===== src/crc_byte_fifo.v =====
`timescale 1ns/1ps
`default_nettype none
// Synchronous FIFO, word is {last, data}
module crc_byte_fifo #(
  parameter WIDTH = 9,
  parameter DEPTH = 32,
  parameter AW = 5
) (
  input wire clk,
  input wire rst_n,
  input wire [WIDTH-1:0] wr_data,
  input wire wr_valid,
  output wire wr_ready,
  output wire [WIDTH-1:0] rd_data,
  output wire rd_valid,
  input wire rd_ready
);
  reg [WIDTH-1:0] mem [0:DEPTH-1];
  reg [AW-1:0] wptr_reg;
  reg [AW-1:0] rptr_reg;
  reg [AW:0] count_reg;
  wire do_wr;
  wire do_rd;

  // Honest flags from occupancy
  assign wr_ready = (count_reg != DEPTH[AW:0]);
  assign rd_valid = (count_reg != {(AW+1){1'b0}});
  assign rd_data = mem[rptr_reg];
  assign do_wr = wr_valid && wr_ready;
  assign do_rd = rd_valid && rd_ready;

  // Storage write
  always @(posedge clk)
  begin
    if (do_wr)
      mem[wptr_reg] <= wr_data;
  end

  // Pointers and count
  always @(posedge clk or negedge rst_n)
  begin
    if (!rst_n)
    begin
      wptr_reg <= {AW{1'b0}};
      rptr_reg <= {AW{1'b0}};
      count_reg <= {(AW+1){1'b0}};
    end
    else
    begin
      if (do_wr)
        wptr_reg <= (wptr_reg == DEPTH[AW-1:0] - 1'b1) ? {AW{1'b0}} :
          wptr_reg + 1'b1;
      if (do_rd)
        rptr_reg <= (rptr_reg == DEPTH[AW-1:0] - 1'b1) ? {AW{1'b0}} :
          rptr_reg + 1'b1;
      if (do_wr && !do_rd)
        count_reg <= count_reg + 1'b1;
      else if (do_rd && !do_wr)
        count_reg <= count_reg - 1'b1;
    end
  end
endmodule
`default_nettype wire


===== config.mk =====
export PLATFORM = sky130hd
export DESIGN_NAME = crc_byte_fifo
export DESIGN_NICKNAME = d
export VERILOG_FILES = /design/src/crc_byte_fifo.v
export SDC_FILE = /design/constraint.sdc
export NUM_CORES = 1
export LEC_CHECK = 0
export ABC_AREA = 1
export BUFFER_PORTS_ARGS = -buffer_cell sky130_fd_sc_hd__buf_4
export CORE_MARGIN = 3
export CORE_UTILIZATION = 32
export DETAILED_ROUTE_END_ITERATION = 10
export PLACE_DENSITY = 0.56
export RECOVER_POWER = 100
export SLEW_MARGIN = 25
export SYNTH_ARGS = -nofsm -noshare
export SYNTH_HDL_FRONTEND = slang
export SYNTH_SLANG_ARGS = --single-unit

===== constraint.sdc =====
create_clock -name clk -period 2.37 [get_ports clk]
set_input_delay 0.474 -clock clk [delete_from_list [all_inputs] [get_ports clk]]
set_output_delay 0.474 -clock clk [all_outputs]
set_load 0.05 [all_outputs]

==> results of run 1 <==
-- worst paths after layout --
path / endpoint / slack, ns / depth (start not counted)
worst max-delay path: rd_data[7] / -0.53 / 12
worst min-delay path: rptr_reg[1] / 0.37 / 4
worst max register to register: count_reg[3] / -0.10 / 14
worst min register to register: count_reg[0] / 0.54 / 1
max in group asynchronous: rptr_reg[0] / 1.07 / 2
min in group asynchronous: count_reg[0] / 0.58 / 2
-- through the flow --
step | setup TNS (ns) | util
global placement | -0.3300 | 0.3600
floorplan | 0 | -
global route | -5.816 | 0.4101
detailed placement | -0.3649 | 0.3600
CTS | -4.417 | 0.4035
finish | -4.508 | 0.4101
-- synth_stat cells --
master and instances:
clkbuf_1 18, dfrtp_1 16, buf_1 2, o21ai_0 13
buf_4 1, inv_2 3, a31oi_1 1, inv_1 165
clkinv_1 6, buf_2 38, nor2_1 27, ha_1 13
nand2_2 1, nand3_1 188, nor3_1 33, a21oi_1 22
o211ai_1 9, nand2_1 426, edfxtp_1 288, xor2_1 3
fa_1 1, or2_2 1, xnor2_1 2
-- worst min-delay path: stages --
cell	delay (ns)
buf_4	0.11
nand2_2	0.07
buf_4	0.17
a21oi_1	0.08
-- power by group through the flow --
stage	Combinational (mW)	Sequential, mW	Clock (mW)
global route	9.63	6.56	5.18
CTS	8.43	6.52	4.97
detailed placement	7.05	6.60	0
global placement	7.01	6.59	0
finish	8.96	6.53	4.86
floorplan	4.40	6.53	0
-- routing by layer --
metal,vias to the layer above,GRT usage,share of wire
met4,0,0.05681,0.034
met3,71,0.02302,0.063
li1,4412,-,-
met1,4439,0.2273,0.43
met2,308,0.2683,0.48
met5,-,0,0
-- layout make-up --
| type | instances | area (um^2) |
|---|---|---|
| fillers | 3863 | 23820 |
| repair buffers | 114 | 1334 |
| well taps | 525 | 656.9 |
| repair inverters | 1 | 6.256 |
| clock inverters | 18 | 178.9 |
| flip-flops and latches | 304 | 9054 |
| inverters | 174 | 663.1 |
| multi-input cells | 740 | 3822 |
| clock buffers | 40 | 839.6 |
-- logic make-up (layout without fill, tap and decap cells) --
| group | count (synthesis) | count (layout) | synth area share |
|---|---|---|---|
| AO/OA/AOI/OAI | 45 | 45 | 0.01876 |
| AND/OR/NAND/NOR | 676 | 676 | 0.2124 |
| flip-flops | 304 | 304 | 0.6819 |
| buffers and inverters | 233 | 347 | 0.06978 |
| XOR/XNOR | 5 | 5 | 0.003301 |
| adder cells (fa/ha/maj) | 14 | 14 | 0.01377 |
-- what timing repair did --
action                     in CTS  in global routing
resized for setup             113                 53
gates cloned                    8                  4
pin swaps                      29                 28
hold endpoints to repair       16                  0
hold buffers                    1                  0
buffers inserted                9                  3
setup endpoints to repair       9                 12
==> flow_summary.ini, run 1 <==
[final_layout]
syn2layout_area_growth_pct = 24.76
nNetsFinal = 1393
largest_reg_flops = 288
final_area_mm2 = 0.01655
n_antenna_cell = 0
instances_no_fill = 1916
drive_gt1_frac = 0.2070
mostFrequentLayoutCell = nand2_1
layout_common_cells = nand2_1, edfxtp_1, inv_1

[clock_tree]
htree_levels = 1
cts_tree = done
clk_latency_ns = 0.58
cts_root_buffer = clkbuf_16
clockBufferDepth = 3
clock_sinks = 304
cts_buffers = 31
clkTransAtPathRegs_ns = 0.06

[critical_path]
cp_num_buf_inv = 5
cp_top_family = buffers and inverters
startpoint_type = register
slowest_stage = dfrtp_4
timing.rr.start = count_reg[1]
crit_path_frequent_cell = nand2_1
crit_type = reg -> out
max_stage_delay_ns = 0.60
cp_max_fo = 14
crit_required_ns = 1.90
crit_chain = inv_8 > buf_8 > buf_12 > nand2_1 > nand2_1 > nand2_1 > nand3_2 > nand3_1 > nand2_1 > nand2_2 > inv_2 > buf_8
cp-startpoint = rptr_reg[0]
end_kind = primary output
worstPathArrival_ns = 2.42

[place]
gp_congestion = 0.8482
port_buffers = 23
place_ws_ns = -0.1435
dp.cells = 1833
place_area_mm2 = 0.01453
dpl.hpwl_mm = 21.25

[sta]
hold_slack_ns = 0.3659
slew_headroom = -0.4077
finalCriticalPeriod_ns = 2.896
period_share = 1.222
rsz0062_at_grt = yes
setup_viol = 12
clock.fmax_mhz = 345.3
hold_viol_final = 0
fin_skew_ns = 0.01336
slew_violations = 297
tightest_slew_ns = 2.112
fin_ws_ns = -0.5257

[power]
p_sw_frac = 0.3914
peakVddDrop_uv = 566.8
power_mw = 20.35
power_frac_comb = 0.440
p_per_area_mw_per_mm2 = 1229
p_clk_frac = 0.239
p_int_mw = 12.39
pwr-share-seq = 0.321
p_sw_mw = 7.966
leakage_nw = 6.666

[route]
first_pass_iters = 6
via_per_inst = 4.817
num_vias = 9230
avgRoutedWirePerCell_um = 19.21
ant_nets = 0
drt_iter0_drc = 829
drc_errors = 0
wirelength_mm = 36.80

[die]
die_y_um = 209.6
num_rows = 73
core_mm2 = 0.04037
dieWidth_um = 209.6
start_util = 0.3287
dieArea_mm2 = 0.04394
io_pins = 24

[logic_synthesis]
synth.yosys.seq_area_share = 0.6819
netlist_instances = 1277
synth_area_leaders = edfxtp_1, nand2_1, nand3_1
synth.top_cell.area_share = 0.6518
synthesis.nets = 1304
yosys_warnings = 0
ys_types = 23
syn_area_mm2 = 0.01327
yosys.area.top_type = edfxtp_1
synth_seq_cells = 304
avgSynthCellArea_um2 = 10.39

[global_routing]
grt_pass1_wl_mm = 55.34
grt-ovfl-total = 0
grt_max_degree = 50
grt_pass1_vias = 9107
grt_use_total = 0.1648
antenna_found_initial = 0

[hold_path]
min_from = rd_ready
hold_path.class = in -> reg

[run_status]
violations = max-capacitance violations, max-slew violations, negative setup slack
status = finished with violations

[job]
drv_cap = 9
Power figures use the tool's default switching activity.
==> run 2: changes to the inputs <==
CAP_MARGIN = 20   (was unset)
CORE_ASPECT_RATIO = 1.1   (was unset)
SKIP_CTS_REPAIR_TIMING = 1   (was unset)
==> run 2 against run 1 <==
Effect of this change:
- critical path type unchanged
- sequential cell count did not move
- final area fell by 1.9%
- the run still ends with max-capacitance violations, max-slew violations, negative setup slack left
- clock power rose by 10%
==> flow_summary.ini, run 2 (same netlist as run 1, synthesis figures left out) <==
[global_routing]
grt_max_degree = 57
grt-ovfl-total = 0
grt_use_total = 0.1539
antenna_found_initial = 0
grt_pass1_vias = 8851
grt_pass1_wl_mm = 52.58

[clock_tree]
clockBufferDepth = 3
clock_sinks = 304
cts_buffers = 35
clk_latency_ns = 0.53
clkTransAtPathRegs_ns = 0.06
htree_levels = 2
cts_tree = done
cts_root_buffer = clkbuf_16

[sta]
period_share = 1.166
rsz0062_at_grt = yes
clock.fmax_mhz = 361.9
tightest_slew_ns = 1.819
fin_ws_ns = -0.3932
hold_slack_ns = 0.5641
slew_violations = 297
fin_setup_tns_ns = -3.349
slew_headroom = -0.2124
finalCriticalPeriod_ns = 2.763
setup_viol = 10
hold_viol_final = 0
fin_skew_ns = 0.02694

[route]
num_vias = 9208
via_per_inst = 4.739
wirelength_mm = 35.69
drc_errors = 0
ant_nets = 0
avgRoutedWirePerCell_um = 18.37
drt_iter0_drc = 867
first_pass_iters = 5

[critical_path]
reg2reg_slack_ns = -0.04
crit_required_ns = 1.90
cp_max_fo = 18
cp_num_buf_inv = 4
max_stage_delay_ns = 0.54
startpoint_type = register
slowest_stage = dfrtp_4
end_kind = primary output
crit_type = reg -> out
cp_top_family = simple AND/OR/NAND/NOR gates
worstPathArrival_ns = 2.29
crit_chain = buf_12 > buf_16 > nand2_1 > nand3_1 > nand3_1 > nand3_2 > nand2_2 > nand2_1 > inv_1 > buf_6

[final_layout]
n_antenna_cell = 0
drive_gt1_frac = 0.1576
nFillCells = 3863
mostFrequentLayoutCell = nand2_1
instances_no_fill = 1943
syn2layout_area_growth_pct = 22.43
layout_common_cells = nand2_1, edfxtp_1, nand3_1
largest_reg_flops = 288
nNetsFinal = 1390

[die]
core_mm2 = 0.04056
num_rows = 77
start_util = 0.3271
io_pins = 24
dieWidth_um = 200.2
dieArea_mm2 = 0.04395
die_y_um = 219.6

[power]
power_mw = 20.10
leakage_nw = 6.560
peakVddDrop_uv = 553.9
p_per_area_mw_per_mm2 = 1237

[run_status]
violations = max-capacitance violations, max-slew violations, negative setup slack
status = finished with violations

[place]
dp.cells = 1858
dpl.hpwl_mm = 20.47
gp_congestion = 0.8001
place_ws_ns = -0.1195
port_buffers = 23

[hold_path]
hold_path.class = in -> reg

[job]
drv_cap = 9
run 2: layer usage:
layer,share of wire,wire (um),track usage,up-vias
met1,0.45,16170,0.2098,4511
li1,-,-,-,4401
met5,0,0,0,-
met3,0.054,1915,0.02467,50
met2,0.47,16830,0.2586,246
met4,0.022,773,0.03869,0
run 2: power breakdown:
part | switching, mW | internal, mW
clock network | 2.17 | 3.18
logic | 5.34 | 2.89
registers | 0.246 | 6.28
run 2: worst register-to-register path: stages, from the launching register on:
cell	delay (ns)
dfrtp_1	0.39
nor2_2	0.12
nand3_2	0.06
nor2_1	0.29
nand2_4	0.09
nand2_1	0.09
ha_1	0.26
inv_4	0.07
ha_1	0.32
nand2_1	0.09
nand3_2	0.10
or2_2	0.29
nand3_1	0.07
o21ai_0	0.07
run 2: area by class of cell:
class / count / area (um^2) / area share
multi-input combinational: 740 / 3565 / 0.2194
clock inverter: 20 / 211.5 / 0.01302
clock buffer: 44 / 909.6 / 0.05599
inverter: 174 / 671.9 / 0.04136
tap: 553 / 691.9 / 0.04259
timing repair buffer: 108 / 1141 / 0.07024
sequential: 304 / 9055 / 0.5574
run 2: worst paths after layout:
path / depth (start not counted) / startpoint / endpoint
worst max-delay path: 10 / rptr_reg[0] / rd_data[4]
worst min-delay path: 4 / rd_ready / count_reg[0]
max in group asynchronous: 2 / rst_n / rptr_reg[0]
min in group asynchronous: 2 / rst_n / count_reg[5]
worst min register to register: 2 / count_reg[0] / count_reg[0]
worst max register to register: 13 / count_reg[2] / count_reg[3]
run 2: per-stage QoR:
stage | cell area [um^2] | util
6_report | 16250 | 0.4005
5_1_grt | 16250 | 0.4005
4_1_cts | 15670 | 0.3863
3_5_place_dp | 14550 | 0.3586
3_3_place_gp | 14550 | 0.3586
2_1_floorplan | 13330 | -
==> run 3: changes to the inputs <==
CORE_MARGIN = unset   (was 3)
SKIP_CTS_REPAIR_TIMING = unset   (was 1)
==> run 3 against run 2 <==
Effect of this change:
- the run still ends with max-capacitance violations, max-slew violations, negative setup slack left
- global-route usage increased by 1.4 points
- power rose by 5.8%
- routed wire length increased by 1.0%
- sequential cell count unchanged
- first-iteration DRC count shrank 5.8%
- utilization up 2.3 points
- critical path type unchanged
- critical path depth up 2
- clock power fell by 11%
- sequential power down 0.8%
- fmax up 0.86%
- final area up 5.8%
==> flow_summary.ini, run 3 (same netlist as run 1, synthesis figures left out) <==
[die]
start_util = 0.3271
dieArea_mm2 = 0.04229
num_rows = 77
dieWidth_um = 196.2
io_pins = 24
die_y_um = 215.6
core_mm2 = 0.04056

[route]
ant_nets = 0
first_pass_iters = 4
drc_errors = 0
drt_iter0_drc = 817
num_vias = 9314
via_per_inst = 4.762
avgRoutedWirePerCell_um = 18.44
wirelength_mm = 36.07

[clock_tree]
clockBufferDepth = 3
clk_latency_ns = 0.51
cts_root_buffer = clkbuf_16
clock_sinks = 304
htree_levels = 2
cts_buffers = 34
cts_tree = done
clkTransAtPathRegs_ns = 0.06

[sta]
hold_viol_final = 0
slew_headroom = -0.2937
slew_violations = 297
rsz0062_at_grt = yes
clock.fmax_mhz = 365.0
finalCriticalPeriod_ns = 2.740
hold_slack_ns = 0.5054
fin_ws_ns = -0.3696
fin_setup_tns_ns = -3.322
period_share = 1.156
setup_viol = 12
tightest_slew_ns = 1.941
fin_skew_ns = 0.01679

[critical_path]
cp-endpoint = rd_data[8]
reg2reg_slack_ns = -0.12
crit_required_ns = 1.90
end_kind = primary output
timing.rr.start = count_reg[1]
worstPathArrival_ns = 2.27
startpoint_type = register
slowest_stage = dfrtp_4
cp_max_fo = 7
worstReg2RegEnd = count_reg[3]
r2r_cells = 14
max_stage_delay_ns = 0.45
crit_chain = buf_12 > clkinv_16 > clkbuf_16 > nand2_1 > nand3_1 > nand3_1 > nand2_2 > nor2_4 > nand2_1 > nand2_2 > inv_2 > buf_8
crit_type = reg -> out
cp-startpoint = rptr_reg[0]

[final_layout]
layout_common_cells = nand2_1, edfxtp_1, inv_1
syn2layout_area_growth_pct = 29.48
mostFrequentLayoutCell = nand2_1
final_area_mm2 = 0.01718
n_antenna_cell = 0
nNetsFinal = 1410
seq_area_mm2 = 0.009055
nFillCells = 3746
largest_reg_flops = 288
multi_input_area_mm2 = 0.004141
drive_gt1_frac = 0.2580

[place]
port_buffers = 23
place_area_mm2 = 0.01459
gp_congestion = 0.8351
dpl.hpwl_mm = 20.46

[run_status]
status = finished with violations
violations = max-capacitance violations, max-slew violations, negative setup slack

[power]
p_sw_mw = 8.302
p_per_area_mw_per_mm2 = 1238
leakage_nw = 6.905
power_mw = 21.26
p_sw_frac = 0.3905
p_int_mw = 12.96
peakVddDrop_uv = 630.1
power_frac_comb = 0.471
p_clk_frac = 0.225
pwr-share-seq = 0.305

[global_routing]
grt_use_met1 = 0.2292
grt_use_total = 0.1677
grt_busiest_layer = met2
use_met2 = 0.2757
grt_max_degree = 48
grt_pass1_vias = 9117
antenna_found_initial = 0
grt-ovfl-total = 0
met3_usage = 0.02625
grt_pass1_wl_mm = 54.32

[hold_path]
hold_path.class = in -> reg
min_from = wr_valid

[job]
drv_cap = 9
==> run 3: metrics by stage <==
stage / cells / utilization / worst slack [ns]
2_1_floorplan: 1277 / - / 0.01608
3_3_place_gp: 1866 / 0.3595 / -0.1995
3_5_place_dp: 1866 / 0.3596 / 0.05076
4_1_cts: 1942 / 0.4029 / -0.3887
5_1_grt: 1956 / 0.4236 / -0.4467
6_report: 1956 / 0.4236 / -0.3696
==> run 3: critical path, delay by kind of cell, from the launching register on <==
kind	cells	cell delay, ns
and+or+nand+nor	7	0.64
buffers and inverters	5	0.65
DFF	1	0.45
==> run 3: how the worst min path moves through the flow <==
stage | cells after the start | slack [ns] | end
after floorplan | 0 | 0.18 | count_reg[0]
after global placement | 1 | 0.36 | count_reg[5]
final | 5 | 0.51 | wptr_reg[0]
after global routing | 3 | 0.53 | mem[23][0]
after detailed placement | 1 | 0.36 | count_reg[5]
after CTS | 2 | 0.36 | count_reg[5]
==> run 3: final cells by class <==
cell class	instances	area share
Tap cell	553	0.04027
Multi-Input combinational cell	740	0.2411
Clock inverter	11	0.003059
Inverter	174	0.03947
Timing Repair Buffer	128	0.09358
Timing Repair inverter	1	0.001748
Sequential cell	304	0.5271
Clock buffer	45	0.05375
==> run 3: timing repair <==
item	CTS	global route
setup endpoints to repair	9	12
pin swaps	38	87
gates cloned	13	7
resized for setup	106	182
hold buffers	1	0
buffers inserted	6	8
hold endpoints to repair	16	0
==> run 3: power groups by stage <==
stage / logic (mW) / registers (mW) / clock network, mW
floorplan: 4.40 / 6.53 / 0
global placement: 6.90 / 6.57 / 0
detailed placement: 6.94 / 6.58 / 0
CTS: 8.55 / 6.47 / 4.85
global route: 10.7 / 6.51 / 5.05
finish: 10.0 / 6.48 / 4.78
==> run 3: metal layers <==
metal  part of all wire  wire, um  up-vias
met2               0.48     17430      219
met5                  0         0        -
met4              0.023       812        0
met1               0.45     16100     4596
met3              0.048      1726       55
li1                   -         -     4444
